<file path="src/sdrb_pkg.sv">
// Shared constants and carrier types for the dynamic RAM board controller.
// Assumes a 100 MHz system clock and synchronous active-high reset.
package sdrb_pkg;
  localparam int CLK_PERIOD_NS = 10;
  localparam int ROW_BITS = 7;
  localparam int BANK_COUNT = 4;
  localparam int REFRESH_ROWS = 128;
  localparam int REFRESH_PERIOD_NS = 2000000;
  localparam int REFRESH_PERIOD_CYC = REFRESH_PERIOD_NS / CLK_PERIOD_NS;
  localparam int RAS_TO_MUX_NS = 30;
  localparam int RAS_TO_MUX_CYC = (RAS_TO_MUX_NS + CLK_PERIOD_NS - 1) / CLK_PERIOD_NS;
  localparam int MUX_TO_CAS_NS = 10;
  localparam int MUX_TO_CAS_CYC = (MUX_TO_CAS_NS + CLK_PERIOD_NS - 1) / CLK_PERIOD_NS;
  localparam int CAS_WIDTH_NS = 100;
  localparam int CAS_WIDTH_CYC = (CAS_WIDTH_NS + CLK_PERIOD_NS - 1) / CLK_PERIOD_NS;
  localparam int RAS_ONLY_NS = 150;
  localparam int RAS_ONLY_CYC = (RAS_ONLY_NS + CLK_PERIOD_NS - 1) / CLK_PERIOD_NS;
  localparam int PRECHARGE_NS = 100;
  localparam int PRECHARGE_CYC = (PRECHARGE_NS + CLK_PERIOD_NS - 1) / CLK_PERIOD_NS;
  localparam int TIMER_W = 8;

  typedef struct packed {
    logic [15:0] addr;
    logic memory_access_request;
    logic refresh_strobe;
    logic pdbin;
    logic smemr;
    logic write_strobe;
    logic phantom;
    logic [7:0] write_data;
  } sdrb_bus_type;

  typedef struct packed {
    logic [ROW_BITS-1:0] dram_addr;
    logic [BANK_COUNT-1:0] ras_n;
    logic [BANK_COUNT-1:0] cas_n;
    logic write_n;
    logic [7:0] din;
  } sdrb_dram_type;
endpackage

</file>
<file path="src/sdrb_ctrl.sv">
// Controller for a four-bank 64K byte dynamic RAM board on a parallel bus.
// Assumes bus pins arrive asynchronously and the master issues refresh cycles.
// Contract
// Master keeps a 7-bit refresh row counter advanced after each fetch.
// Refresh strobe with memory request makes the board run a row refresh.
// All 128 rows must be refreshed within every 2 ms.
// Interrupt acknowledge adds only two wait states, leaving refresh intact.
// A DMA controller holding the bus must issue refresh itself.
// Wait-state inserters must keep refresh gaps within 2 ms.
// Write data buffers are always enabled toward the RAM array.
// Read drivers enable only when the read gate is true.
// Gate false blocks read data but writes still complete.
// PHANTOM low suppresses read data for an overlaying ROM.
// Bootstrap holds PHANTOM low, copies ROM, then releases it.
// Row then column address presented on the same seven lines.
// Read data is sampled before the column strobe is released.
// Refresh uses row-strobe-only cycles without a column strobe.
// Four strapped banks selected by the two top address bits.
// Row strobe, delayed mux switch, then column strobe; refresh skips it.
// A bank with its strap removed ignores reads and writes.
`timescale 1ns/1ps
`default_nettype none
module sdrb_ctrl
  import sdrb_pkg::*;
#(
  parameter int REFRESH_LIMIT = REFRESH_PERIOD_CYC
) (
  input wire logic clk, // System clock.
  input wire logic srst, // Synchronous reset.
  input wire sdrb_bus_type bus_in, // Bus pins, asynchronous.
  input wire logic [BANK_COUNT-1:0] bank_strap, // Bank enable straps.
  input wire logic [7:0] dram_dout, // Data out of the addressed bank.
  output sdrb_dram_type dram_out, // DRAM array drive.
  output logic [7:0] read_data, // Read data toward the bus.
  output logic read_data_oe, // Read driver enable.
  output logic refresh_overdue // Row gap exceeded the refresh period.
);
  typedef enum {ST_IDLE, ST_RAS, ST_COL, ST_CAS, ST_REF, ST_PRE} sdrb_state_type;

  typedef struct packed {
    sdrb_state_type state;
    logic [TIMER_W-1:0] timer;
    logic [1:0] bank;
    logic is_write;
    logic col_sel;
    logic [BANK_COUNT-1:0] ras_n;
    logic [BANK_COUNT-1:0] cas_n;
    logic write_n;
    logic [7:0] rdata;
    logic rvalid;
    logic [31:0] gap;
    logic overdue;
  } sdrb_regs_type;

  sdrb_bus_type bus_s;
  sdrb_regs_type st_reg;
  sdrb_regs_type st_next;
  logic read_gate;
  logic bank_hit;
  logic [BANK_COUNT-1:0] strap_s;

  sdrb_sync #(.WIDTH($bits(sdrb_bus_type))) u_sync (
    .clk(clk),
    .async_in(bus_in),
    .sync_out(bus_s)
  );

  // Straps are jumpers outside the clock domain, so they take the same two flops as the bus.
  sdrb_sync #(.WIDTH(BANK_COUNT)) u_strap_sync (
    .clk(clk),
    .async_in(bank_strap),
    .sync_out(strap_s)
  );

  function automatic logic [BANK_COUNT-1:0] bank_onehot(input logic [1:0] b);
    bank_onehot = 4'h1 << b;
  endfunction

  // bank decode
  assign bank_hit = strap_s[bus_s.addr[15:14]];

  // read gate
  // overlay suppress
  // disabled bank quiet
  assign read_gate = bus_s.pdbin & bus_s.smemr & bus_s.memory_access_request
                     & bus_s.phantom & bank_hit & ~bus_s.refresh_strobe;

  always_comb begin
    st_next = st_reg;
    st_next.timer = st_reg.timer - 8'h01;
    st_next.gap = (st_reg.gap == 32'hffffffff) ? st_reg.gap : st_reg.gap + 32'h1;
    if (st_reg.gap >= 32'(REFRESH_LIMIT)) begin
      st_next.overdue = 1'b1;
    end
    if (!read_gate) begin
      st_next.rvalid = 1'b0;
    end
    case (st_reg.state)
      ST_IDLE: begin
        if (bus_s.memory_access_request && bus_s.refresh_strobe) begin
          // refresh cycle
          st_next.state = ST_REF;
          st_next.ras_n = 4'h0;
          st_next.col_sel = 1'b0;
          st_next.timer = 8'(RAS_ONLY_CYC);
          st_next.gap = 32'h0;
        end else if (bus_s.memory_access_request && bank_hit
                     && (bus_s.smemr || bus_s.write_strobe)) begin
          // row strobe first
          st_next.state = ST_RAS;
          st_next.bank = bus_s.addr[15:14];
          st_next.is_write = bus_s.write_strobe;
          st_next.ras_n = ~bank_onehot(bus_s.addr[15:14]);
          st_next.col_sel = 1'b0;
          st_next.timer = 8'(RAS_TO_MUX_CYC);
        end
      end
      ST_RAS: begin
        if (st_reg.timer == 8'h01) begin
          // switch to column
          st_next.col_sel = 1'b1;
          st_next.state = ST_COL;
          st_next.timer = 8'(MUX_TO_CAS_CYC);
        end
      end
      ST_COL: begin
        if (st_reg.timer == 8'h01) begin
          st_next.cas_n = st_reg.ras_n;
          st_next.write_n = ~st_reg.is_write;
          st_next.state = ST_CAS;
          st_next.timer = 8'(CAS_WIDTH_CYC);
        end
      end
      ST_CAS: begin
        if (st_reg.timer == 8'h01) begin
          // sample under column strobe
          if (!st_reg.is_write) begin
            st_next.rdata = dram_dout;
            st_next.rvalid = read_gate;
          end
          st_next.state = ST_PRE;
          st_next.timer = 8'(PRECHARGE_CYC);
          st_next.ras_n = 4'hf;
          st_next.cas_n = 4'hf;
          st_next.write_n = 1'b1;
        end
      end
      ST_REF: begin
        // row strobe only
        if (st_reg.timer == 8'h01) begin
          st_next.ras_n = 4'hf;
          st_next.state = ST_PRE;
          st_next.timer = 8'(PRECHARGE_CYC);
        end
      end
      ST_PRE: begin
        if (st_reg.timer == 8'h01 && !bus_s.memory_access_request) begin
          st_next.state = ST_IDLE;
        end else if (st_reg.timer == 8'h01) begin
          st_next.timer = 8'h01;
        end
      end
      default: begin
        st_next.state = ST_IDLE;
      end
    endcase
  end

  always_ff @(posedge clk) begin
    if (srst) begin
      st_reg <= '{state: ST_IDLE, timer: 8'h00, bank: 2'h0, is_write: 1'b0,
                  col_sel: 1'b0, ras_n: 4'hf, cas_n: 4'hf, write_n: 1'b1,
                  rdata: 8'h00, rvalid: 1'b0, gap: 32'h0, overdue: 1'b0};
    end else begin
      st_reg <= st_next;
    end
  end

  // multiplexed address
  assign dram_out.dram_addr = st_reg.col_sel ? bus_s.addr[13:7] : bus_s.addr[6:0];
  assign dram_out.ras_n = st_reg.ras_n;
  assign dram_out.cas_n = st_reg.cas_n;
  assign dram_out.write_n = st_reg.write_n;
  // write buffers always on
  assign dram_out.din = bus_s.write_data;
  // drive only while gated
  assign read_data_oe = st_reg.rvalid & read_gate;
  assign read_data = st_reg.rdata;
  // refresh interval monitor
  assign refresh_overdue = st_reg.overdue;
endmodule
`default_nettype wire

</file>
<file path="src/sdrb_sync.sv">
// Two-flop synchroniser for a vector of bus pins.
// Assumes inputs are asynchronous to clk.
`timescale 1ns/1ps
`default_nettype none
module sdrb_sync #(
  parameter int WIDTH = 1
) (
  input wire logic clk, // System clock.
  input wire logic [WIDTH-1:0] async_in, // Pin levels.
  output logic [WIDTH-1:0] sync_out // Synchronised levels.
);
  logic [WIDTH-1:0] meta_reg;
  always_ff @(posedge clk) begin
    meta_reg <= async_in;
    sync_out <= meta_reg;
  end
endmodule
`default_nettype wire

</file>
<file path="config.mk">
export PLATFORM = sky130hd
export DESIGN_NAME = sdrb_ctrl
export DESIGN_NICKNAME = d
export VERILOG_FILES = /design/src/sdrb_pkg.sv /design/src/sdrb_ctrl.sv /design/src/sdrb_sync.sv
export SDC_FILE = /design/constraint.sdc
export NUM_CORES = 1
export LEC_CHECK = 0
export BUFFER_PORTS_ARGS = -buffer_cell sky130_fd_sc_hd__buf_2
export CORE_MARGIN = 4
export CORE_UTILIZATION = 30
export CTS_BUF_LIST = sky130_fd_sc_hd__clkbuf_4 sky130_fd_sc_hd__clkbuf_8
export CTS_CLUSTER_SIZE = 30
export DETAILED_ROUTE_END_ITERATION = 12
export GPL_ROUTABILITY_DRIVEN = 0
export SLEW_MARGIN = 20
export SYNTH_ARGS = -nofsm -noshare
export SYNTH_HDL_FRONTEND = slang
export SYNTH_SLANG_ARGS = --single-unit
</file>
<file path="constraint.sdc">
create_clock -name clk -period 2.3 [get_ports clk]
set_clock_uncertainty 0.05 [all_clocks]
set_input_delay 0.345 -clock clk [delete_from_list [all_inputs] [get_ports clk]]
set_output_delay 0.345 -clock clk [all_outputs]
set_load 0.05 [all_outputs]
</file>
==> results of run 1 <==
-- worst max-delay path, delay by kind of cell, from the launching register on --
kind / cells / cell delay (ps)
muxes: 1 / 240
and+or+nand+nor: 2 / 960
buffers and inverters: 1 / 170
DFF: 1 / 360
AOI/OAI and AO/OA: 1 / 310
-- worst paths after layout --
kind / from / to / slack (ps) / depth (start not counted)
hold / removal: dram_dout[1] / read_data[1] / 100 / 3
setup reg to reg: st_reg[58] / dram_out[13] / 120 / 5
setup / recovery: st_reg[58] / dram_out[13] / 120 / 5
hold reg to reg: u_sync.meta_reg[23] / u_sync.sync_out[23] / 280 / 0
-- metal layers --
layer,part of all wire [%],wire [um]
met5,0,0
met4,2.2,231
met3,5.8,605
met2,47,4930
met1,45,4640
-- cells by family after synthesis --
family,Yosys count
AO/OA/AOI/OAI,71
XOR/XNOR,30
adder cells (fa/ha/maj),4
buffers and inverters,53
flip-flops,132
multiplexers,22
AND/OR/NAND/NOR,171
-- power by group through the flow --
stage	clock network [mW]	registers, mW	logic [mW]
after floorplan	0	2.55	0.594
after global placement	0	2.59	0.703
after detailed placement	0	2.59	0.728
after CTS	2.04	2.54	0.775
after global routing	2.14	2.56	0.861
final	1.97	2.54	0.785
-- synthesized netlist by cell type (11+ instances only) --
| library cell | number | area (um^2) |
|---|---|---|
| buf_4 | 25 | 188 |
| mux2i_1 | 14 | 140 |
| xnor2_1 | 15 | 131 |
| a21oi_1 | 13 | 65.1 |
| xor2_1 | 15 | 131 |
| clkbuf_1 | 17 | 63.8 |
| nand2_1 | 20 | 75.1 |
| o21ai_0 | 11 | 55.1 |
| nor3_1 | 16 | 80.1 |
| nand3_1 | 15 | 75.1 |
| dfxtp_1 | 132 | 2640 |
| a31oi_1 | 14 | 87.6 |
| nor2_1 | 59 | 221 |
-- through the flow --
| stage | power, mW | instances | utilization (%) | instance area [um^2] | hold WS [ps] |
|---|---|---|---|---|---|
| floorplan | 3.15 | 483 | - | 4860 | 260 |
| global placement | 3.29 | 749 | 33.9 | 5390 | 260 |
| detailed placement | 3.32 | 749 | 33.9 | 5390 | 262 |
| CTS | 5.35 | 815 | 38.7 | 6140 | 68.9 |
| global route | 5.56 | 816 | 38.9 | 6180 | 98.4 |
| finish | 5.30 | 816 | 38.9 | 6180 | 95.2 |
-- final cells by class --
| class | count | area [um^2] |
|---|---|---|
| flip-flops and latches | 132 | 2650 |
| multi-input cells | 298 | 1950 |
| fillers | 1600 | 9710 |
| well taps | 216 | 270 |
| repair buffers | 131 | 877 |
| clock buffers | 22 | 290 |
| inverters | 7 | 26.3 |
| clock inverters | 10 | 121 |
-- repair_timing --
action / 4_1_cts / 5_1_grt
hold endpoints to repair: 34 / 0
buffers inserted: 0 / 0
setup endpoints to repair: 1 / 4
gates resized for setup: 1 / 8
hold buffers: 34 / 0
gates cloned: 0 / 1
==> results.cfg, run 1 <==
[finish]
final_net_count = 635
antenna_cells = 0
layout_commonest_cell = dfxtp_1
layout_common_cells = dfxtp_1 (130), buf_2 (78), nor2_1 (59), dlygate4sd3_1 (34)
area_growth_pct = 27.1
largest_reg_flops = 46
drive_above_1_share_pct = 25.5

[die]
start_util_pct = 30.6
die_height_um = 135
coreArea_um2 = 15900
rows = 46
boundaryPins = 78
dieArea_um2 = 18300
die_w_um = 135

[synth]
synth_nets = 531
synth.distinct_cells = 51
synth_top_family_by_area = simple AND/OR/NAND/NOR gates
synth.area.mux_share_pct = 4.97
synth_compound_area_share_pct = 9.90
synth_edf_count = 0
yosys_register_bits = 132
yosysWarningCount = 0
syn_area_um2 = 4860
yosysSeqAreaShare_pct = 54.3
synthCells = 483
synthSimpleGateAreaFrac_pct = 18.2
async_flop_share_pct = 0
synth_flop_cell = dfxtp_1
synthXorXnorAreaFrac_pct = 5.40
synthAdderAreaFrac_pct = 1.03
avgSynthCellArea_um2 = 10.1

[run_status]
status = complete, no violations

[global_route]
grt-ovfl-total = 0
grt.met3_usage_pct = 4.05
grt-busiest-layer = met2
grt_pass1_wl_um = 17400
grt_start_max_net_pins = 21
met2_usage_pct = 19.6
gr-usage-all-layers_pct = 11.9
grtUsageMet1_pct = 14.0
grt_pass1_vias = 3770
grt_antenna_before_repair = 0

[drt]
vias = 3706
wire_per_inst_um = 12.8
first_pass_iters = 4
drtAntennaViolNets = 0
via_per_inst = 4.54
routed_wl_um = 10400
route.detailed.drc = 0
drtIter0Drc = 254

[timing]
drv_slew = 0
finalCriticalPeriod_ps = 2180
max_freq_ghz = 0.460
setup_slack_ps = 124
rsz0062_at_grt = true
tns_ps = 0
hold_viol_final = 0
fin_crit_sh_pct = 94.6
setup_viol = 0
worstMarginPinSlew_ps = 500
slew_headroom_pct = 66.7

[cts]
cts-root-buf = clkbuf_8
cts_tree = yes
clkTransAtPathRegs_ps = 70
cts_sinks = 132
cts_buffer_depth = 2
htreeDepth = 4
cts_buffers = 17
worstSkewPairLatency_ps = 440

[worst_setup_path]
endpoint_kind = flop
critPathMaxFanout = 5
cp.required_ps = 2600
slowest_delay_ps = 560
path_cells = or4_4 -> or3_4 -> buf_4 -> o211ai_2 -> mux2i_1
cpMaxStageDelayCell = or4_4
worstPathArrival_ps = 2480
start_kind = flop
critical_path_class = reg -> reg

[placement]
port_buffers = 77
dp_hpwl_um = 7200
post-place-ws_ps = 98.2

[power]
power.density_nw_per_um2 = 858
peakVddDrop_v = 0.000487
p_sw_mw = 1.45
clkPwrFrac_pct = 37.2
swShare_pct = 27.4
intPower_mw = 3.85
combPwrFrac_pct = 14.8
p_leak_nw = 2.47
power_frac_seq_pct = 48.0

[run]
maxCapViolCount = 0

[hold_path]
hold_path_class = in -> reg
Power figures use the tool's default switching activity.
==> inputs of run 2 (changes only) <==
SYNTH_HIERARCHICAL = 1   (was not set)
==> run 2 against run 1 <==
Die area decreased by 0.68%; count of clock-buffer cells in the layout is 2 lower; clock power up 4%; routed wire length decreased by 4.3%; utilization is essentially flat; worst hold slack improved by 3.5 ps; synthesized area down 0.72%; via count is 1.4% lower; first-iteration DRC count fell by 21%; final area down 0.30%; critical endpoint is now read_data_oe.
==> results.cfg, run 2 <==
[run]
maxCapViolCount = 0

[power]
swShare_pct = 25.0
power_mw = 5.05
intPower_mw = 3.78
p_sw_mw = 1.26
peakVddDrop_v = 0.000454
p_leak_nw = 2.49
power.density_nw_per_um2 = 819
power_frac_seq_pct = 48.8
combPwrFrac_pct = 10.6
clkPwrFrac_pct = 40.6

[timing]
fin_crit_sh_pct = 94.5
rsz0062_at_grt = false
tns_ps = 0
drv_slew = 0
hold_ws_ps = 98.7
finalCriticalPeriod_ps = 2170
hold_viol_final = 0
max_freq_ghz = 0.460
slew_headroom_pct = 63.6
setup_slack_ps = 127
worstMarginPinSlew_ps = 546
setup_viol = 0

[cts]
clkTransAtPathRegs_ps = 70
post_cts_buffers = 0
worstSkewPairLatency_ps = 430
cts_buffers = 17
cts_sinks = 132
cts-root-buf = clkbuf_8
cts_buffer_depth = 2
htreeDepth = 4
cts_tree = yes

[synth]
yosys_register_bits = 132
synth_edf_count = 0
synth.distinct_cells = 53
synthTopCellsByArea = dfxtp_1 (55%), nor2_1 (4.0%), mux2i_1 (2.9%)
synth_top_area_share_pct = 54.7
synth_nets = 518
yosysWarningCount = 6
yosysSeqAreaShare_pct = 54.7
synthCells = 470
syn_area_um2 = 4830
synthTopCellsByCount = dfxtp_1 (132), nor2_1 (51), nand2_1 (33), buf_4 (18), nand3_1 (18)
avgSynthCellArea_um2 = 10.3
synth_flop_cell = dfxtp_1
async_flop_share_pct = 0
yosys.cell_count.top_type = dfxtp_1
yosysTopAreaCell = dfxtp_1

[worst_setup_path]
critPathMaxFanout = 5
endpoint = read_data_oe
reg2reg_slack_ps = 210
path_cells = mux4_2 -> nand3_1 -> nor2_1 -> buf_2
slowest_delay_ps = 530
worstPathArrival_ps = 1780
critical_path_class = reg -> out
timing.rr.end = st_reg[31]
reg2reg_depth = 6
crit_start = u_sync/sync_out[28]
r2r-start = st_reg[1]
cp.required_ps = 1900
endpoint_kind = output pin
start_kind = flop
cpMaxStageDelayCell = mux4_2

[die]
start_util_pct = 30.5
rows = 46
die_w_um = 135
boundaryPins = 78
dieArea_um2 = 18200
coreArea_um2 = 15800
die_height_um = 135

[drt]
first_pass_iters = 4
drtIter0Drc = 200
route.detailed.drc = 0
routed_wl_um = 9960
vias = 3655
drtAntennaViolNets = 0
via_per_inst = 4.52
wire_per_inst_um = 12.3

[global_route]
grt_pass1_vias = 3532
grt_antenna_before_repair = 0
grt_start_max_net_pins = 35
grt_pass1_wl_um = 16600
gr-usage-all-layers_pct = 11.4
grt-ovfl-total = 0

[finish]
antenna_cells = 0
layout_commonest_cell = dfxtp_1
layout_common_cells = dfxtp_1 (132), buf_2 (77), nor2_1 (51), dlygate4sd3_1 (34), nand2_1 (33)
area_growth_pct = 27.6
final_net_count = 628
fin_cells = 808
drive_above_1_share_pct = 25.0
largest_reg_flops = 46

[placement]
post-place-ws_ps = 245
place_inst = 743
dp_hpwl_um = 6930
port_buffers = 77

[run_status]
status = complete, no violations

[hold_path]
min_from = dram_dout[0]
hold_path_class = in -> reg
==> run 2: cell types whose count changed after synthesis, sizes merged, moves of 6 or more <==
cell    previous run  this run
and3               5        11
clkbuf            17         9
nand2             20        33
nand3             15        22
nor2              59        52
nor3              19        11
o21ai             12         6
==> run 2: how the worst min path moves through the flow <==
stage	to	slack (ps)	cells past startpoint
finish	read_data[0]	100	3
global placement	u_sync/sync_out[7]	260	0
floorplan	u_strap_sync/sync_out[0]	260	0
detailed placement	u_sync/sync_out[23]	260	0
CTS	read_data[0]	70	3
global route	read_data[0]	70	3
==> run 2: timing repair <==
action,CTS,global route
hold endpoints to repair,34,0
hold buffers,34,0
gates resized for setup,0,0
==> run 2: cell families after synthesis <==
logic type / after synthesis / share of synthesized area (%)
AOI/OAI and AO/OA: 66 / 9.95
xor gates and xnor gates: 28 / 5.08
adders and majority gates: 4 / 1.04
buffers and inverters: 45 / 5.13
DFF: 132 / 54.7
muxes: 22 / 5.00
and+or+nand+nor: 173 / 19.1
==> run 2: worst max-delay path: cells and delay by family (launching register included) <==
family	cells	cell delay (ps)
multiplexers	1	530
flip-flops	1	400
AND/OR/NAND/NOR	2	210
buffers and inverters	1	210
==> run 2: area by class of cell <==
type	instances	area [um^2]
multi-input cells	293	1940
well taps	216	270
fillers	1559	9670
repair buffers	128	853
clock inverters	11	151
flip-flops and latches	132	2640
clock buffers	20	275
inverters	8	30.0
==> run 2: routing by layer <==
layer / global-route usage, % / up-vias / part of all wire [%]
li1: - / 1864 / -
met5: 0 / - / 0
met1: 14.0 / 1686 / 45
met4: 4.64 / 0 / 1.3
met3: 3.61 / 10 / 5.1
met2: 18.5 / 95 / 48
==> run 2: power by group through the flow <==
stage	combinational (mW)	clock [mW]	sequential (mW)
2_1_floorplan	0.348	0	2.53
3_3_place_gp	0.478	0	2.51
3_5_place_dp	0.490	0	2.52
4_1_cts	0.536	2.13	2.46
5_1_grt	0.585	2.23	2.48
6_report	0.534	2.05	2.46
==> run 2: stage by stage <==
stage               instance area (um^2)  util (%)
finish                              6160      38.9
global route                        6160      38.9
CTS                                 6160      38.9
detailed placement                  5390      34.1
global placement                    5390      34.1
floorplan                           4830         -
==> inputs of run 3 (changes only) <==
ABC_AREA = 1   (was not set)
==> run 3 against run 2 <==
Critical path depth increased by 4; largest power group unchanged; largest cell class unchanged; sequential power about the same; synthesized cell count increased by 31%; highest routed layer unchanged.
==> results.cfg, run 3 <==
[run_status]
status = complete, no violations

[drt]
vias = 4119
routed_wl_um = 11200
drtAntennaViolNets = 0
via_per_inst = 4.29
wire_per_inst_um = 11.7
drtIter0Drc = 243
first_pass_iters = 6
route.detailed.drc = 0

[hold_path]
min_from = dram_dout[7]
hold_path_class = in -> reg
holdPathStages = 3
hold_path_end = read_data[7]

[global_route]
grt_antenna_before_repair = 0
grt_pass1_wl_um = 19200
gr-usage-all-layers_pct = 12.1
grt_start_max_net_pins = 18
grt-ovfl-total = 0
grt_pass1_vias = 4099

[die]
start_util_pct = 30.5
boundaryPins = 78
die_w_um = 140
die_height_um = 140
rows = 48
coreArea_um2 = 17200
dieArea_um2 = 19700

[cts]
worstSkewPairLatency_ps = 440
clkTransAtPathRegs_ps = 80
cts_sinks = 132
htreeDepth = 4
cts_buffers = 17
cts-root-buf = clkbuf_8
cts_tree = yes
cts_buffer_depth = 2
post_cts_buffers = 0

[finish]
antenna_cells = 0
drive_above_1_share_pct = 25.5
largest_reg_flops = 46
final_net_count = 772
multi_input_area_um2 = 2130
layout_common_cells = dfxtp_1 (131), nand2_1 (119), buf_2 (76), inv_1 (65), nor2_1 (43)
fin_cells = 961
fillers = 1749
layout_commonest_cell = dfxtp_1
final_util_pct = 37.8
register_area_um2 = 2640
area_growth_pct = 23.8

[placement]
dp_hpwl_um = 8080
place_inst = 896
post-place-ws_ps = 291
port_buffers = 77

[worst_setup_path]
reg2reg_depth = 8
reg2reg_slack_ps = 300
cp.required_ps = 1900
endpoint_kind = output pin
worstPathArrival_ps = 1730
r2r-start = st_reg[1]
critical_path_class = reg -> out
timing.rr.end = st_reg[17]
start_kind = flop
critPathMaxFanout = 5

[synth]
async_flop_share_pct = 0
yosysSeqAreaShare_pct = 50.2
yosysWarningCount = 6
synth_top_area_share_pct = 50.2
yosysTopAreaCell = dfxtp_1
synth.distinct_cells = 44
yosys_register_bits = 132
avgSynthCellArea_um2 = 8.52
synthTopCellsByArea = dfxtp_1 (50%), nand2_1 (8.5%), inv_1 (4.6%)
synthTopCellsByCount = dfxtp_1 (132), nand2_1 (119), inv_1 (65), nor2_1 (43), a21oi_1 (34)
synth_flop_cell = dfxtp_1
synthCells = 618
synth_edf_count = 0
syn_area_um2 = 5260
synth_nets = 666
yosys.cell_count.top_type = dfxtp_1

[timing]
setup_viol = 0
max_freq_ghz = 0.470
slew_headroom_pct = 69.1
hold_viol_final = 0
worstMarginPinSlew_ps = 463
setup_slack_ps = 172
tns_ps = 0
hold_ws_ps = 139
rsz0062_at_grt = false
fin_crit_sh_pct = 92.5
finalCriticalPeriod_ps = 2130
drv_slew = 0

[power]
p_leak_nw = 2.83
power.density_nw_per_um2 = 776
peakVddDrop_v = 0.000485

[run]
maxCapViolCount = 0
[run 3: cell types whose count changed in the layout (fill, tap and decap cells not counted), sizes merged, moves of 6 or more]
cell,previous run,this run
and4,6,0
or2,2,8
nand3,22,40
nor4,11,4
and3,11,0
buf,94,79
mux2i,14,0
xnor2,13,5
nand2,33,128
a21oi,15,47
o211ai,9,1
o21ai,6,30
inv,9,82
a31oi,10,1
[run 3: layout make-up]
cell class | count | area share (%)
clock buffer | 17 | 3.59
multi-input combinational | 381 | 32.7
inverter | 78 | 4.50
timing repair buffer | 114 | 11.5
sequential | 132 | 40.6
clock inverter | 14 | 2.73
tap | 225 | 4.32
[run 3: routing by layer]
layer	up-vias	GRT usage [%]	share of wire, %
met3	16	3.79	6.0
met5	-	0	0
met4	0	5.20	1.7
met1	1825	14.8	46
met2	101	19.5	46
li1	2177	-	-
[run 3: critical path: stages (launching register included)]
cell	delay [ps]
dfxtp_2	350
inv_2	80
nand2_1	50
nand2_1	50
nand2_1	50
nand2_1	100
nand4_1	180
nor2_1	180
clkbuf_4	250
[run 3: logic make-up (layout without fill, tap and decap cells)]
group,after synthesis,count (layout),share of synthesized area (%)
AND/OR/NAND/NOR,262,262,24.8
AO/OA/AOI/OAI,89,89,10.1
adder cells (fa/ha/maj),4,4,0.951
buffers and inverters,105,223,9.27
flip-flops,132,132,50.2
XOR/XNOR,19,19,3.16
multiplexers,7,7,1.50
[run 3: worst max path at each step]
stage                         from           end  slack [ps]  cells after the start
3_5_place_dp             st_reg[1]    st_reg[12]         290                      8
6_report       u_sync/sync_out[28]  read_data_oe         170                      8
4_1_cts        u_sync/sync_out[28]  read_data_oe          90                      7
5_1_grt        u_sync/sync_out[28]  read_data_oe           7                      8
3_3_place_gp             st_reg[1]    st_reg[14]         370                      8
2_1_floorplan  u_sync/sync_out[28]  read_data_oe         560                      6
[run 3: per-stage QoR]
step / instance area, um^2 / total power [mW]
final: 6510 / 5.06
after global routing: 6510 / 5.32
after CTS: 6510 / 5.14
after detailed placement: 5760 / 3.05
after global placement: 5760 / 3.05
after floorplan: 5260 / 2.94
[run 3: timing repair]
action | in CTS | in global routing
hold buffers | 34 | 0
endpoints found under the hold margin | 34 | 0
resized for setup | 0 | 2
endpoints found under the setup margin | 0 | 1
[run 3: report_power, final]
group	internal, mW	switching [mW]	total, mW
logic	0.217	0.358	0.575
clock network	1.08	0.929	2.01
registers	2.40	0.0670	2.47
total	3.70	1.35	5.06
